## src/pkg/epiw_pkg.sv

```systemverilog
/*
 * constants and types for the external pin interrupt, wake and
 * context shadow block.
 * assumes a 32-bit axi4-lite register bus and one system clock.
 */
package epiw_pkg;

  // ----------------------------------------------------------------
  // register map (byte addresses)
  // ----------------------------------------------------------------
  localparam logic [7:0] ADDR_CTRL        = 8'h00;
  localparam logic [7:0] ADDR_STAT        = 8'h04;
  localparam logic [7:0] ADDR_SHADOW_BASE = 8'h40;
  localparam int         SHADOW_COUNT     = 8;

  // ----------------------------------------------------------------
  // irq_control_reg fields and reset value
  // ----------------------------------------------------------------
  localparam int         CTRL_GIE_BIT      = 0;
  localparam int         CTRL_EXT_EN_BIT   = 1;
  localparam int         CTRL_EXT_FLAG_BIT = 2;
  localparam int         CTRL_EDGE_BIT     = 3;
  localparam int         CTRL_PEN_LSB      = 4;
  localparam logic [7:0] CTRL_RESET        = 8'h00;

  // status register fields
  localparam int         STAT_SLEEP_BIT    = 0;
  localparam int         STAT_HANDLER_BIT  = 1;
  localparam int         STAT_PEND_BIT     = 2;
  localparam int         STAT_PREQ_LSB     = 4;

  // ----------------------------------------------------------------
  // peripheral sources; the low ones keep running without a clock
  // ----------------------------------------------------------------
  localparam int         PERIPH_COUNT      = 4;
  localparam logic [3:0] WAKE_CAPABLE_MASK = 4'h3;

  // ----------------------------------------------------------------
  // shadow slots; timeout and sleep-entered bits are never shadowed
  // ----------------------------------------------------------------
  localparam int         SH_W             = 0;
  localparam int         SH_STATUS        = 1;
  localparam int         SH_BSR           = 2;
  localparam int         SH_FSR0L         = 3;
  localparam int         SH_FSR0H         = 4;
  localparam int         SH_FSR1L         = 5;
  localparam int         SH_FSR1H         = 6;
  localparam int         SH_PC_UPPER_LATCH        = 7;
  localparam logic [7:0] STATUS_KEEP_MASK = 8'h18;
  localparam logic [7:0] SHADOW_RESET     = 8'h00;
  localparam int         PC_WIDTH         = 15;

  // bus answers
  localparam logic [1:0] RESP_OKAY   = 2'h0;
  localparam logic [1:0] RESP_SLVERR = 2'h2;

  // sequencing of the core around sleep and interrupt entry
  typedef enum logic [4:0] {
    ST_RUN       = 5'h01,
    ST_SLEEP     = 5'h02,
    ST_WAKE_STEP = 5'h04,
    ST_ENTRY     = 5'h08,
    ST_HANDLER   = 5'h10
  } epiw_state_t;

endpackage

```

## src/rtl/epiw_edge_det.sv

```systemverilog
/*
 * synchroniser and polarity-selectable edge detector for the
 * external interrupt pin.
 * assumes the pin is asynchronous to aclk.
 */
module epiw_edge_det (
  // clock and reset
  input  wire logic aclk,
  input  wire logic aresetn,
  // pin and edge choice
  input  wire logic pin_async,
  input  wire logic rising_sel,
  // detected edge, one cycle
  output wire logic edge_pulse
);

  logic sync1_reg;
  logic sync2_reg;
  logic prev_reg;

  // two-stage synchroniser, then one history stage
  always_ff @(posedge aclk) begin
    if (!aresetn) begin
      sync1_reg <= 1'b0;
      sync2_reg <= 1'b0;
      prev_reg  <= 1'b0;
    end else begin
      sync1_reg <= pin_async;
      sync2_reg <= sync1_reg;
      prev_reg  <= sync2_reg;
    end
  end

  // edge of the chosen polarity raises a request
  assign edge_pulse = rising_sel ? (sync2_reg & ~prev_reg)
                                 : (~sync2_reg & prev_reg);

endmodule

```

## src/rtl/epiw_core.sv

```systemverilog
/*
 * external pin interrupt, wake-from-sleep sequencing and automatic
 * context shadowing, with an axi4-lite register slave.
 * assumes the core reports instruction ends, sleep, return and live
 * register values on aclk, and acts on the pulses it gets back.
 */
// Overview of operation
// - only sources that run without system clock may wake from sleep
// - a source wakes only if its enable was set before sleep
// - after wake, vector if global enable set, else continue onward
// - the instruction after sleep always executes before any vectoring
// - external pin gives an asynchronous edge request, gated by its enable
// - edge select set picks rising edge, cleared picks falling
// - a valid edge sets the external flag regardless of enables
// - flag with global and external enables redirects to the vector
// - interrupt entry pushes the return address onto the stack
// - entry copies w, status less two bits, bank, pointers, pc latch
// - return restores all shadowed registers, dropping handler changes
// - software reads and writes the shadows; writes become restored
module epiw_core (
  // clock and reset
  input  wire logic                       aclk,
  input  wire logic                       aresetn,
  // axi4-lite write address and data
  input  wire logic [7:0]                 s_axi_awaddr,
  input  wire logic                       s_axi_awvalid,
  output logic                            s_axi_awready,
  input  wire logic [31:0]                s_axi_wdata,
  input  wire logic [3:0]                 s_axi_wstrb,
  input  wire logic                       s_axi_wvalid,
  output logic                            s_axi_wready,
  // axi4-lite write response
  output logic [1:0]                      s_axi_bresp,
  output logic                            s_axi_bvalid,
  input  wire logic                       s_axi_bready,
  // axi4-lite read
  input  wire logic [7:0]                 s_axi_araddr,
  input  wire logic                       s_axi_arvalid,
  output logic                            s_axi_arready,
  output logic [31:0]                     s_axi_rdata,
  output logic [1:0]                      s_axi_rresp,
  output logic                            s_axi_rvalid,
  input  wire logic                       s_axi_rready,
  // interrupt sources
  input  wire logic                       ext_irq_pin,
  input  wire logic [3:0]                 periph_req,
  // core events
  input  wire logic                       instr_done,
  input  wire logic                       sleep_exec,
  input  wire logic                       irq_return,
  input  wire logic [epiw_pkg::PC_WIDTH-1:0] return_pc,
  // live core registers
  input  wire logic [7:0]                 live_w,
  input  wire logic [7:0]                 live_status,
  input  wire logic [7:0]                 live_bsr,
  input  wire logic [15:0]                live_fsr0,
  input  wire logic [15:0]                live_fsr1,
  input  wire logic [7:0]                 live_pc_latch,
  // sequencing back to the core
  output logic                            core_sleeping,
  output logic                            core_wake,
  output logic                            vector_take,
  output logic                            stack_push,
  output logic [epiw_pkg::PC_WIDTH-1:0]   stack_push_addr,
  // restore values, taken while restore_valid is high
  output logic                            restore_valid,
  output logic [7:0]                      restore_w,
  output logic [7:0]                      restore_status,
  output logic [7:0]                      restore_bsr,
  output logic [15:0]                     restore_fsr0,
  output logic [15:0]                     restore_fsr1,
  output logic [7:0]                      restore_pc_latch
);

  // ----------------------------------------------------------------
  // state
  // ----------------------------------------------------------------
  epiw_pkg::epiw_state_t state_reg, state_next;
  logic        aw_free_reg, w_free_reg, bvalid_reg, arready_reg, rvalid_reg;
  logic [7:0]  awaddr_reg;
  logic [31:0] wdata_reg;
  logic [3:0]  wstrb_reg;
  logic [1:0]  bresp_reg, rresp_reg;
  logic [31:0] rdata_reg;
  logic        gie_reg, ext_en_reg, edge_sel_reg, ext_flag_reg;
  logic [3:0]  periph_en_reg, snap_periph_reg;
  logic        snap_ext_reg;
  logic        wake_reg, vector_reg, push_reg, restore_reg, sleep_reg;
  logic [epiw_pkg::PC_WIDTH-1:0] push_addr_reg;
  logic [7:0]  shadow_mem [epiw_pkg::SHADOW_COUNT];
  logic [7:0]  live_bytes [epiw_pkg::SHADOW_COUNT];

  // ----------------------------------------------------------------
  // decode
  // ----------------------------------------------------------------
  wire logic       edge_pulse;
  wire logic       wr_fire   = !aw_free_reg && !w_free_reg && !bvalid_reg;
  wire logic       wr_lane0  = wr_fire && wstrb_reg[0];
  wire logic       wr_is_sh  = awaddr_reg[7:5] ==
                               epiw_pkg::ADDR_SHADOW_BASE[7:5]
                               && awaddr_reg[1:0] == 2'h0;
  wire logic       wr_ctrl   = wr_lane0 && awaddr_reg == epiw_pkg::ADDR_CTRL;
  wire logic       wr_shadow = wr_lane0 && wr_is_sh;
  wire logic [2:0] wr_idx    = awaddr_reg[4:2];
  wire logic       wr_ok     = wr_is_sh || awaddr_reg == epiw_pkg::ADDR_CTRL
                               || awaddr_reg == epiw_pkg::ADDR_STAT;
  wire logic       rd_take   = s_axi_arvalid && arready_reg;
  wire logic       rd_is_sh  = s_axi_araddr[7:5] ==
                               epiw_pkg::ADDR_SHADOW_BASE[7:5]
                               && s_axi_araddr[1:0] == 2'h0;
  wire logic [2:0] rd_idx    = s_axi_araddr[4:2];
  wire logic [7:0] ctrl_view = {periph_en_reg, edge_sel_reg, ext_flag_reg,
                                ext_en_reg, gie_reg};
  wire logic       entering  = state_reg == epiw_pkg::ST_ENTRY;
  wire logic       returning = state_reg == epiw_pkg::ST_HANDLER && irq_return;
  wire logic       flag_clr  = wr_ctrl
                               && !wdata_reg[epiw_pkg::CTRL_EXT_FLAG_BIT];

  // pending request and the narrower set that may wake from sleep
  wire logic       irq_pend  = (ext_flag_reg && ext_en_reg)
                               || |(periph_req & periph_en_reg);
  wire logic       wake_req  = (ext_flag_reg && ext_en_reg
                                && snap_ext_reg)
                               || |(periph_req & periph_en_reg
                                    & snap_periph_reg
                                    & epiw_pkg::WAKE_CAPABLE_MASK);
  wire logic       take_irq  = instr_done && gie_reg && irq_pend;

  // live values in shadow slot order; timeout and sleep bits dropped
  assign live_bytes[epiw_pkg::SH_W]      = live_w;
  assign live_bytes[epiw_pkg::SH_STATUS] =
    live_status & ~epiw_pkg::STATUS_KEEP_MASK;
  assign live_bytes[epiw_pkg::SH_BSR]    = live_bsr;
  assign live_bytes[epiw_pkg::SH_FSR0L]  = live_fsr0[7:0];
  assign live_bytes[epiw_pkg::SH_FSR0H]  = live_fsr0[15:8];
  assign live_bytes[epiw_pkg::SH_FSR1L]  = live_fsr1[7:0];
  assign live_bytes[epiw_pkg::SH_FSR1H]  = live_fsr1[15:8];
  assign live_bytes[epiw_pkg::SH_PC_UPPER_LATCH] = live_pc_latch;

  // pin edge detection
  epiw_edge_det u_edge (
    .aclk       (aclk),
    .aresetn    (aresetn),
    .pin_async  (ext_irq_pin),
    .rising_sel (edge_sel_reg),
    .edge_pulse (edge_pulse)
  );

  // ----------------------------------------------------------------
  // sequencing
  // ----------------------------------------------------------------
  // next state of the sleep and entry sequence
  always_comb begin
    state_next = state_reg;
    unique case (state_reg)
      epiw_pkg::ST_RUN: begin
        if (take_irq)
          state_next = epiw_pkg::ST_ENTRY;
        else if (sleep_exec)
          state_next = epiw_pkg::ST_SLEEP;
      end
      epiw_pkg::ST_SLEEP: begin
        if (wake_req)
          state_next = epiw_pkg::ST_WAKE_STEP;
      end
      epiw_pkg::ST_WAKE_STEP: begin
        if (instr_done)
          state_next = take_irq ? epiw_pkg::ST_ENTRY
                                : epiw_pkg::ST_RUN;
      end
      epiw_pkg::ST_ENTRY:   state_next = epiw_pkg::ST_HANDLER;
      epiw_pkg::ST_HANDLER: begin
        if (irq_return)
          state_next = epiw_pkg::ST_RUN;
      end
    endcase
  end

  // state, sleep snapshot of enables and core pulses
  always_ff @(posedge aclk) begin
    if (!aresetn) begin
      state_reg       <= epiw_pkg::ST_RUN;
      snap_ext_reg    <= 1'b0;
      snap_periph_reg <= 4'h0;
      wake_reg        <= 1'b0;
      vector_reg      <= 1'b0;
      push_reg        <= 1'b0;
      push_addr_reg   <= '0;
      restore_reg     <= 1'b0;
      sleep_reg       <= 1'b0;
    end else begin
      state_reg   <= state_next;
      sleep_reg   <= state_next == epiw_pkg::ST_SLEEP;  // flop-driven level
      wake_reg    <= state_reg == epiw_pkg::ST_SLEEP && wake_req;
      vector_reg  <= entering;
      push_reg    <= entering;
      restore_reg <= returning;
      if (state_reg == epiw_pkg::ST_RUN && sleep_exec && !take_irq) begin
        snap_ext_reg    <= ext_en_reg;
        snap_periph_reg <= periph_en_reg;
      end
      if (entering)
        push_addr_reg <= return_pc;
    end
  end

  // ----------------------------------------------------------------
  // control bits and flag
  // ----------------------------------------------------------------
  // hardware events win over software writes
  always_ff @(posedge aclk) begin
    if (!aresetn) begin
      {periph_en_reg, edge_sel_reg, ext_flag_reg, ext_en_reg, gie_reg}
        <= epiw_pkg::CTRL_RESET;
    end else begin
      if (wr_ctrl) begin
        gie_reg       <= wdata_reg[epiw_pkg::CTRL_GIE_BIT];
        ext_en_reg    <= wdata_reg[epiw_pkg::CTRL_EXT_EN_BIT];
        edge_sel_reg  <= wdata_reg[epiw_pkg::CTRL_EDGE_BIT];
        periph_en_reg <= wdata_reg[epiw_pkg::CTRL_PEN_LSB +: 4];
      end
      if (entering)
        gie_reg <= 1'b0;
      else if (returning)
        gie_reg <= 1'b1;
      if (edge_pulse)
        ext_flag_reg <= 1'b1;
      else if (flag_clr)
        ext_flag_reg <= 1'b0;
      else if (wr_ctrl)
        ext_flag_reg <= wdata_reg[epiw_pkg::CTRL_EXT_FLAG_BIT];
    end
  end

  // ----------------------------------------------------------------
  // shadow registers
  // ----------------------------------------------------------------
  // each slot: entry capture first, else a software write
  for (genvar i = 0; i < epiw_pkg::SHADOW_COUNT; i++) begin : g_shadow
    always_ff @(posedge aclk) begin
      if (!aresetn)
        shadow_mem[i] <= epiw_pkg::SHADOW_RESET;
      else if (entering)
        shadow_mem[i] <= live_bytes[i];
      else if (wr_shadow && wr_idx == 3'(i))
        shadow_mem[i] <= wdata_reg[7:0];
    end
  end

  // ----------------------------------------------------------------
  // axi4-lite slave
  // ----------------------------------------------------------------
  // write side: hold address and data, answer once both are in
  always_ff @(posedge aclk) begin
    if (!aresetn) begin
      aw_free_reg <= 1'b1;
      w_free_reg  <= 1'b1;
      bvalid_reg  <= 1'b0;
      bresp_reg   <= epiw_pkg::RESP_OKAY;
      awaddr_reg  <= 8'h00;
      wdata_reg   <= 32'h0000_0000;
      wstrb_reg   <= 4'h0;
    end else begin
      if (s_axi_awvalid && aw_free_reg) begin
        aw_free_reg <= 1'b0;
        awaddr_reg  <= s_axi_awaddr;
      end
      if (s_axi_wvalid && w_free_reg) begin
        w_free_reg <= 1'b0;
        wdata_reg  <= s_axi_wdata;
        wstrb_reg  <= s_axi_wstrb;
      end
      if (wr_fire) begin
        bvalid_reg <= 1'b1;
        bresp_reg  <= wr_ok ? epiw_pkg::RESP_OKAY : epiw_pkg::RESP_SLVERR;
      end
      if (bvalid_reg && s_axi_bready) begin
        bvalid_reg  <= 1'b0;
        aw_free_reg <= 1'b1;
        w_free_reg  <= 1'b1;
      end
    end
  end

  // read side: one cycle from address to data
  always_ff @(posedge aclk) begin
    if (!aresetn) begin
      arready_reg <= 1'b1;
      rvalid_reg  <= 1'b0;
      rdata_reg   <= 32'h0000_0000;
      rresp_reg   <= epiw_pkg::RESP_OKAY;
    end else if (rd_take) begin
      arready_reg <= 1'b0;
      rvalid_reg  <= 1'b1;
      rresp_reg   <= epiw_pkg::RESP_OKAY;
      rdata_reg   <= 32'h0000_0000;
      if (rd_is_sh)
        rdata_reg[7:0] <= shadow_mem[rd_idx];
      else if (s_axi_araddr == epiw_pkg::ADDR_CTRL)
        rdata_reg[7:0] <= ctrl_view;
      else if (s_axi_araddr == epiw_pkg::ADDR_STAT) begin
        rdata_reg[epiw_pkg::STAT_SLEEP_BIT]   <= core_sleeping;
        rdata_reg[epiw_pkg::STAT_HANDLER_BIT] <=
          state_reg == epiw_pkg::ST_HANDLER;
        rdata_reg[epiw_pkg::STAT_PEND_BIT]    <= irq_pend;
        rdata_reg[epiw_pkg::STAT_PREQ_LSB +: 4] <= periph_req;
      end else
        rresp_reg <= epiw_pkg::RESP_SLVERR;
    end else if (rvalid_reg && s_axi_rready) begin
      rvalid_reg  <= 1'b0;
      arready_reg <= 1'b1;
    end
  end

  // ----------------------------------------------------------------
  // outputs, all from flops
  // ----------------------------------------------------------------
  assign s_axi_awready    = aw_free_reg;
  assign s_axi_wready     = w_free_reg;
  assign s_axi_bvalid     = bvalid_reg;
  assign s_axi_bresp      = bresp_reg;
  assign s_axi_arready    = arready_reg;
  assign s_axi_rvalid     = rvalid_reg;
  assign s_axi_rdata      = rdata_reg;
  assign s_axi_rresp      = rresp_reg;
  assign core_sleeping    = sleep_reg;
  assign core_wake        = wake_reg;
  assign vector_take      = vector_reg;
  assign stack_push       = push_reg;
  assign stack_push_addr  = push_addr_reg;
  assign restore_valid    = restore_reg;
  assign restore_w        = shadow_mem[epiw_pkg::SH_W];
  assign restore_status   = shadow_mem[epiw_pkg::SH_STATUS];
  assign restore_bsr      = shadow_mem[epiw_pkg::SH_BSR];
  assign restore_fsr0     = {shadow_mem[epiw_pkg::SH_FSR0H],
                             shadow_mem[epiw_pkg::SH_FSR0L]};
  assign restore_fsr1     = {shadow_mem[epiw_pkg::SH_FSR1H],
                             shadow_mem[epiw_pkg::SH_FSR1L]};
  assign restore_pc_latch = shadow_mem[epiw_pkg::SH_PC_UPPER_LATCH];
endmodule

```

## config.mk

```make
export PLATFORM = sky130hd
export DESIGN_NAME = epiw_core
export DESIGN_NICKNAME = d
export VERILOG_FILES = /design/src/pkg/epiw_pkg.sv /design/src/rtl/epiw_edge_det.sv /design/src/rtl/epiw_core.sv
export SDC_FILE = /design/constraint.sdc
export NUM_CORES = 1
export LEC_CHECK = 0
export BUFFER_PORTS_ARGS = -buffer_cell sky130_fd_sc_hd__buf_2
export CAP_MARGIN = 10
export CORE_MARGIN = 2
export CORE_UTILIZATION = 48
export CTS_CLUSTER_SIZE = 20
export DETAILED_ROUTE_END_ITERATION = 10
export PLACE_DENSITY = 0.86
export SETUP_SLACK_MARGIN = 0.3
export SYNTH_ARGS = -nofsm -noshare
export SYNTH_HDL_FRONTEND = slang
export SYNTH_SLANG_ARGS = --single-unit
```

## constraint.sdc

```tcl
create_clock -name aclk -period 2.75 [get_ports aclk]
set_input_delay 0.1375 -clock aclk [delete_from_list [all_inputs] [get_ports aclk]]
set_output_delay 0.1375 -clock aclk [all_outputs]
set_load 0.02 [all_outputs]
```

==> metrics, run 1 <==
Ys Warns=0; PnR worst setup slack=406 ps; Total Wirelength=19700 um; Startpoint Class=flop; Post-synth EDFFs=64; largest net degree at the start of global routing=36; leak pwr=0.00358 uW; CP endpoint kind=flop; # H-tree levels=4; RSZ-0062 raised after global routing=false; first-pass iteration count of the detailed router=6; DRC Markers=0; #FFs+latches synth=134; most frequent cell after synthesis=dfxtp_1; CTS Sinks=134; DRT antenna net count=0; ys async rst share=0%; Primary FF master, synth=dfxtp_1; number of flip-flops in the largest register=64; CP required=2930 ps; Max-slew headroom=46.3%; Tmin final=2340 ps; IO Port Bufs=215; final instance area=8340 um^2; initial DRC count=592; Rows=41; Yosys cell types=55; Final Wtd Congestion=0.836; routed len/inst=19.8 um; Worst Clk Skew=8.45 ps; CP Class=reg2reg; register area share after synthesis=53.0%; Syn Area/Cell=11.0 um^2; max-slew violation count=0; vias in the first global route=5516; worst slew pin tran=802 ps; first-pass GRT wire length=29700 um; CP arrival=2520 ps; Tcrit/Tclk final=85.2%; Worst Hold Class=in2reg; cell count after synthesis=568; share of cells above drive strength 1=35.4%; Hold Fails Final Rpt=0; I/O Pins=271; vias per cell=5.72; Area Growth Syn to Fin=32.9%; Die Height=118 um; GRT Residual Overflow=0; cell chain of the critical path=or4b_4, o21a_1, nand4_1, nor2_1, a22o_1; max frequency=427 MHz; CTS root buf=clkbuf_16; Max FO, Critical Path=10; Synth top cells by count=dfxtp_1, edfxtp_1, a22o_1, nand2_1, a21oi_1; Worst-path clk slew=60 ps; pwr/cell area=589 nW/um^2; Final setup viols=0; largest register by flop count=shadow_mem; Yosys top cell by area=edfxtp_1; total die area=14000 um^2; setup_tns=0 ps; VDD IR max=0.000375 V; CP max stage delay=540 ps; DP HPWL=13400 um; share of the synthesized area in the top cell type=30.6%; CP max-delay cell=or4b_4; total number of vias=5704; Post-Place Setup Slack=356 ps; CTS Buffer Depth=2; latest clock arrival within the worst-skew pair=420 ps; placed cell areas=7400 um^2; clock buffer count from CTS=17; Max-Cap Viols=0; run status=completed; initial antenna violation count=3; post-layout util=65.8%; initial core utilization=49.5%; worst-case hold slack=11.5 ps; NumNets Final=956; CTS tree=yes; GRT Util Overall=28.0%; die width=118 um; core footprint=12700 um^2; Mapped Area=6270 um^2; top cells by area, synth=edfxtp_1, dfxtp_1, a22o_1, mux4_2, mux2i_1
## worst paths after layout
check / cells after the start / endpoint / startpoint / slack, ps
setup / recovery: 5 / shadow_mem[7][6] / state_reg[3] / 410
hold / removal: 2 / shadow_mem[7][5] / live_pc_latch[5] / 10
setup reg to reg: 5 / shadow_mem[7][6] / state_reg[3] / 410
hold reg to reg: 1 / u_edge.sync2_reg / u_edge.sync1_reg / 440
## critical path: cells and delay by family (launching register included)
family	cells	cell delay (ps)
AOI/OAI and AO/OA	2	550
DFF	1	490
and+or+nand+nor	3	1060
## where the power goes
part | switching, uW | total, uW | internal [uW]
logic | 302 | 518 | 216
clock network | 851 | 2170 | 1320
registers | 73.5 | 2230 | 2150
total | 1230 | 4910 | 3690
## metrics by stage
step           std cells  total power, uW
3_3_place_gp         927             2720
6_report             997             4910
4_1_cts              995             4920
3_5_place_dp         927             2730
2_1_floorplan        593             2550
5_1_grt              997             5070
## repair_timing
item,CTS,global route
buffers inserted,0,0
gates cloned,0,0
gates resized for setup,1,2
endpoints found under the hold margin,37,0
hold buffers,36,0
setup endpoints to repair,8,48
## kinds of logic (layout without fill, tap and decap cells)
family          Yosys count  after routing  share of synthesized area [%]
xor+xnor                  2              2                          0.279
compound gates          158            158                           17.6
other cells               1             28                         0.0598
simple gates            149            149                           11.8
buf+inv                  83            313                           7.50
mux                      41             41                           9.73
flops                   134            134                           53.0
## cell usage in the layout (no fill, tap or decap), drive strengths merged, types with 4 or more instances in the layout
| cell | synthesis | final |
|---|---|---|
| o211ai | 4 | 4 |
| o21ai | 28 | 28 |
| conb | 1 | 26 |
| dlygate4sd3 | 0 | 36 |
| o221ai | 6 | 6 |
| nor2 | 31 | 31 |
| clkbuf | 19 | 17 |
| buf | 53 | 234 |
| clkinvlp | 0 | 4 |
| mux2i | 25 | 25 |
| nand3 | 27 | 27 |
| nor4 | 7 | 7 |
| nand2 | 56 | 56 |
| mux4 | 16 | 16 |
| inv | 11 | 12 |
| clkinv | 0 | 8 |
| a22o | 61 | 61 |
| and2 | 8 | 8 |
| a21oi | 44 | 44 |
| dfxtp | 70 | 70 |
| edfxtp | 64 | 64 |
## area by class of cell
type	instances	area (um^2)
Inverter	11	41.3
Clock inverter	15	138
Multi-Input combinational cell	376	2580
Tap cell	172	215
Sequential cell	134	3320
Antenna cell	2	5.00
Timing Repair Buffer	270	1600
Fill cell	959	4330
Clock buffer	17	425
## routing by layer
layer | global-route usage, % | share of wire, % | vias up
met2 | 46.9 | 49 | 401
met5 | 0 | 0.066 | -
met4 | 14.8 | 4.4 | 2
met3 | 7.14 | 8.7 | 72
li1 | - | - | 2563
met1 | 33.0 | 38 | 2666
(Power assumes the default switching activity.)
==> inputs of run 2 (changes only) <==
Settings changed: ABC_AREA set to 1, PLACE_DENSITY 0.86 to 0.85.
==> metrics, run 2 <==
run status=completed; share of the synthesized area in the top cell type=30.4% (-0.22 points); CTS root buf=clkbuf_16; DRT antenna net count=0 (unchanged); pwr/cell area=618 nW/um^2 (+4.8%); Primary FF master, synth=dfxtp_1; most frequent cell after synthesis=nand2_1; DP HPWL=14700 um (+9.5%); total number of vias=6269 (+9.9%); Flop pwr share=44.0% (-1.3 points); cell-internal power=3790 uW (+2.9%); worst slew pin tran=813 ps (+10.3 ps); DRC Markers=0 (unchanged); die width=119 um (+0.35%); latest clock arrival within the worst-skew pair=420 ps (about the same); vias per cell=5.43 (-5.0%); cell count after synthesis=731 (+29%); reg-to-reg startpoint=state_reg[4]; worst setup path endpoint=shadow_mem[0][7]; clock power share=44.1% (about the same); Max-Cap Viols=0 (unchanged); Tmin final=2190 ps (-156 ps); CTS tree=yes; Post-CTS Resized=0 (-1); CP endpoint kind=flop; NumNets Final=1113 (+16%); largest register by flop count=shadow_mem; initial antenna violation count=2 (-1); number of flip-flops in the largest register=64 (unchanged); net switching power=1330 uW (+8.2%); GRT met2 Usage=46.3% (-0.59 points); Layout fillers=1049 (+9.4%); vias in the first global route=5962 (+8.1%); hold wc startpoint=live_pc_latch[0]; Crit Reg-Reg Endpoint=shadow_mem[0][7]; top cells by area, synth=edfxtp_1, dfxtp_1, nand2_1, o21ai_0, nor2_1; R2R setup slack=560 ps (+160 ps); Total Wirelength=20400 um (+3.4%); clock buffer count from CTS=17 (unchanged); Most Crowded Layer GR=met2; #FFs+latches synth=134 (unchanged); Final Wtd Congestion=0.905 (+8.2%); CP required=2820 ps (-110 ps); Max FO, Critical Path=23 (+13); Worst Clk Skew=6.57 ps (-1.87 ps); worst reg2reg path depth=5 (unchanged); commonest non-fill, non-tap cell in the layout=buf_2; largest net degree at the start of global routing=61 (+69%); combinational power share=12.0% (+1.5 points); commonest cells after routing, fill and taps aside=buf_2, nand2_1, o21ai_0; Worst Hold Class=in2reg; Syn Area/Cell=8.64 um^2 (-22%); VDD IR max=0.000375 V (-0.22%); leak pwr=0.00379 uW (+6.1%); first-pass GRT wire length=31000 um (+4.5%); CTS Sinks=134 (unchanged); RSZ-0062 raised after global routing=false; Yosys cell types=35 (-36%); max frequency=457 MHz (+7.1%); Final setup viols=0 (unchanged); GRT Util Overall=28.8% (+0.82 points); Hold Fails Final Rpt=0 (unchanged); Post-synth EDFFs=64 (unchanged); Startpoint Class=flop; ys async rst share=0% (unchanged); Setup crit start=state_reg[4]; CP arrival=2260 ps (-260 ps); total die area=14100 um^2 (+0.69%); Worst-path clk slew=50 ps (about the same); core footprint=12700 um^2 (+0.40%); Max-slew headroom=45.8% (-0.55 points); initial core utilization=49.7% (+0.15 points); GR Layer Usage met1=35.2% (+2.2 points); Rows=41 (unchanged); max-slew violation count=0 (unchanged); Switching Share=25.9% (+0.95 points); # H-tree levels=4 (unchanged); Mapped Area=6320 um^2 (+0.72%); I/O Pins=271 (unchanged); first-pass iteration count of the detailed router=6 (unchanged); Ys Warns=0 (unchanged); Synth top cells by count=nand2_1, o21ai_0, dfxtp_1, edfxtp_1, nor2_1; M3 GR Usage=8.49% (+1.4 points); routed len/inst=17.7 um (-11%); Hold Buf Count CTS=28 (-22%); Area Growth Syn to Fin=31.2%; IO Port Bufs=215 (unchanged); CTS Buffer Depth=2 (unchanged); # Post-CTS Setup Buffers=0 (unchanged); CP Class=reg2reg; Yosys top cell by area=edfxtp_1; post-layout util=65.1% (-0.65 points); share of cells above drive strength 1=29.4% (-6.0 points); Die Height=119 um (+0.35%); register area share after synthesis=52.6% (-0.38 points); Tcrit/Tclk final=79.6% (-5.7 points); initial DRC count=629 (+6.3%); setup_tns=0 ps (unchanged); GRT Residual Overflow=0 (unchanged)
run 2: changes by cell type after synthesis, moves of 18 or more:
cell and delta:
mux2i_1 -25, a22o_1 -46, o21ai_0 +55, nand2_1 +113, inv_1 +39, o21ai_1 +18
nor2_1 +36
run 2: cell type report:
class / count / area (um^2) / share of cell area, %
flip-flops and latches: 134 / 3320 / 40.1
multi-input cells: 516 / 2570 / 31.0
repair buffers: 245 / 1380 / 16.7
clock buffers: 18 / 429 / 5.18
well taps: 172 / 215 / 2.60
inverters: 53 / 201 / 2.43
clock inverters: 14 / 160 / 1.93
diodes: 2 / 5.00 / 0.0604
run 2: worst max-delay path, stage by stage, from the launching register on:
cell and delay (ps):
dfxtp_1 380, inv_1 130, nand3_2 150, nand2_2 130, inv_1 630, nand2_1 420
run 2: worst min path at each step:
stage | to | slack [ps] | cells after the start
6_report | shadow_mem[7][0] | 6 | 3
5_1_grt | shadow_mem[2][3] | 10 | 3
4_1_cts | shadow_mem[0][6] | 1 | 3
3_5_place_dp | u_edge.sync1_reg | 360 | 3
3_3_place_gp | u_edge.sync1_reg | 350 | 3
2_1_floorplan | u_edge.sync1_reg | 240 | 2
run 2: kinds of logic after synthesis:
logic type      after synthesis  synth area share (%)
buf+inv                     106                  8.28
simple gates                303                  22.1
compound gates              187                  16.9
other cells                   1                0.0594
flops                       134                  52.6
run 2: metal layers:
layer / vias up / part of all wire [%]
li1: 2918 / -
met1: 2833 / 38
met2: 447 / 47
met3: 69 / 11
met4: 2 / 4.5
met5: - / 0.064
run 2: power groups by stage:
stage | sequential [uW] | clock (uW) | combinational [uW]
2_1_floorplan | 2350 | 0 | 291
3_3_place_gp | 2290 | 0 | 556
3_5_place_dp | 2290 | 0 | 568
4_1_cts | 2250 | 2260 | 603
5_1_grt | 2260 | 2360 | 662
6_report | 2250 | 2260 | 612
run 2: stage by stage:
stage | hold slack (ps) | power, uW | cell area [um^2] | cells | setup slack (ps)
6_report | 6.08 | 5120 | 8290 | 1154 | 562
5_1_grt | 13.4 | 5280 | 8290 | 1153 | 351
4_1_cts | 0.962 | 5110 | 8280 | 1152 | 555
3_5_place_dp | 357 | 2860 | 7410 | 1092 | 595
3_3_place_gp | 350 | 2840 | 7410 | 1092 | 618
2_1_floorplan | 235 | 2640 | 6410 | 756 | 889
==> inputs of run 3 (changes only) <==
Settings changed: ABC_AREA 1 to 0, PLACE_DENSITY 0.85 to 0.86.
Clock period 2.75 ns to 2.1 ns, I/O delays scaled along.
==> metrics, run 3 (synthesized netlist as in run 1, its figures left out) <==
run status=completed; worst slew pin tran=631 ps (-182 ps); CTS tree=yes; first-pass iteration count of the detailed router=5 (-1); cell family with most CP delay=simple AND/OR/NAND/NOR gates; final instance area=9780 um^2 (+18%); I/O Pins=271 (unchanged); VDD IR max=0.000487 V (+30%); CP max stage delay=590 ps (-40 ps); Hold Fails Final Rpt=0 (unchanged); die width=118 um (-0.35%); Most common cell on crit path=buf_12; GRT Util Overall=33.6% (+4.8 points); pwr/cell area=711 nW/um^2 (+15%); Post-Place Setup Slack=54.5 ps (-540 ps); CP required=2380 ps (-440 ps); Tot Pwr=6950 uW (+36%); DRT antenna net count=0 (unchanged); Worst Hold Class=in2reg; Final setup viols=0 (unchanged); commonest cells after routing, fill and taps aside=buf_2, dlygate4sd3_1, edfxtp_1; Worst-path clk slew=60 ps (about the same); cell chain of the critical path=or4b_4, or2_4, nor2_8, buf_12, buf_12, clkbuf_16, a22o_1; IO Port Bufs=215 (unchanged); total die area=14000 um^2 (-0.69%); CTS root buf=clkbuf_16; Total Wirelength=24600 um (+21%); largest net degree at the start of global routing=51 (-16%); buffer and inverter count on the worst path=3 (+1); Max FO, Critical Path=6 (-74%); CP max-delay cell=or4b_4; CP endpoint kind=flop; Die Height=118 um (-0.35%); GRT Residual Overflow=0 (unchanged); Tcrit/Tclk final=97.4% (+18 points); worst-case hold slack=12.8 ps (+6.71 ps); first-pass GRT wire length=35900 um (+16%); leak pwr=0.00417 uW (+10%); core footprint=12700 um^2 (-0.40%); initial antenna violation count=2 (unchanged); DRC Markers=0 (unchanged); CTS Buffer Depth=2 (unchanged); setup_tns=0 ps (unchanged); max frequency=489 MHz (+7.0%); Tmin final=2040 ps (-144 ps); latest clock arrival within the worst-skew pair=430 ps (about the same); Max-Cap Viols=0 (unchanged); total number of vias=6558 (+4.6%); Setup crit start=state_reg[1]; Max-slew headroom=57.9% (+12 points); Layout fillers=708 (-33%); largest register by flop count=shadow_mem; Startpoint Class=flop; hold wc startpoint=s_axi_araddr[0]; reg-to-reg startpoint=state_reg[1]; routed len/inst=22.5 um (+27%); CP arrival=2330 ps (+70 ps); clock buffer count from CTS=17 (unchanged); Rows=41 (unchanged); number of flip-flops in the largest register=64 (unchanged); NumNets Final=1052 (-5.5%); CTS Sinks=134 (unchanged); CP Class=reg2reg; Area Growth Syn to Fin=55.9%; # H-tree levels=4 (unchanged); vias per cell=6.00 (+10%); initial DRC count=848 (+35%); DP HPWL=13600 um (-7.6%); Worst Clk Skew=8.39 ps (+1.82 ps); share of cells above drive strength 1=39.3% (+9.9 points); area taken by multi-input logic gates=2780 um^2 (+8.3%); max-slew violation count=0 (unchanged); PnR worst setup slack=55.5 ps (-506 ps); vias in the first global route=6445 (+8.1%); Final Wtd Congestion=0.830 (-8.3%); commonest non-fill, non-tap cell in the layout=buf_2; initial core utilization=49.5% (-0.15 points); placed cell areas=7610 um^2 (+2.6%); RSZ-0062 raised after global routing=true; FF+latch area=3330 um^2 (+0.26%)
## run 3: worst register-to-register path: stages, from the launching register on
cell and delay (ps):
dfxtp_2 320, or4b_4 590, or2_4 310, nor2_8 120
buf_12 150, buf_12 120, clkbuf_16 140, a22o_1 150
## run 3: path summary, 6_finish.rpt
| check | end | cells after the start | slack, ps |
|---|---|---|---|
| max | shadow_mem[2][2] | 7 | 60 |
| min | s_axi_rresp[1] | 3 | 10 |
| max reg2reg | shadow_mem[2][2] | 7 | 60 |
| min reg2reg | u_edge.sync2_reg | 1 | 430 |
## run 3: stage by stage
| stage | instances | utilization, % |
|---|---|---|
| floorplan | 593 | - |
| global placement | 938 | 60.0 |
| detailed placement | 938 | 60.0 |
| CTS | 1078 | 75.3 |
| global route | 1093 | 77.2 |
| finish | 1093 | 77.2 |
## run 3: layout make-up
cell class,count,share of cell area (%)
flip-flops and latches,134,34.1
repair buffers,366,28.5
multi-input cells,376,28.5
clock buffers,23,4.79
well taps,172,2.20
clock inverters,9,1.52
inverters,11,0.422
diodes,2,0.0512
## run 3: repair_timing
| item | in CTS | in global routing |
|---|---|---|
| buffers inserted | 13 | 10 |
| pin swaps | 21 | 22 |
| setup endpoints to repair | 131 | 143 |
| hold buffers | 90 | 2 |
| endpoints found under the hold margin | 91 | 2 |
| gates cloned | 5 | 1 |
| resized for setup | 30 | 19 |
## run 3: layer usage
| layer | vias up | wire length [um] | track usage [%] |
|---|---|---|---|
| met5 | - | 0 | 0 |
| met4 | 0 | 1320 | 16.6 |
| met3 | 120 | 2500 | 8.35 |
| met2 | 572 | 12200 | 59.4 |
| met1 | 3104 | 8590 | 37.7 |
| li1 | 2762 | - | - |
## run 3: power breakdown
part           leakage, uW  internal, uW  total [uW]  switching [uW]
Sequential         0.00123          2820        2920            97.4
Combinational      0.00265           399         875             475
Clock             0.000295          2040        3160            1120
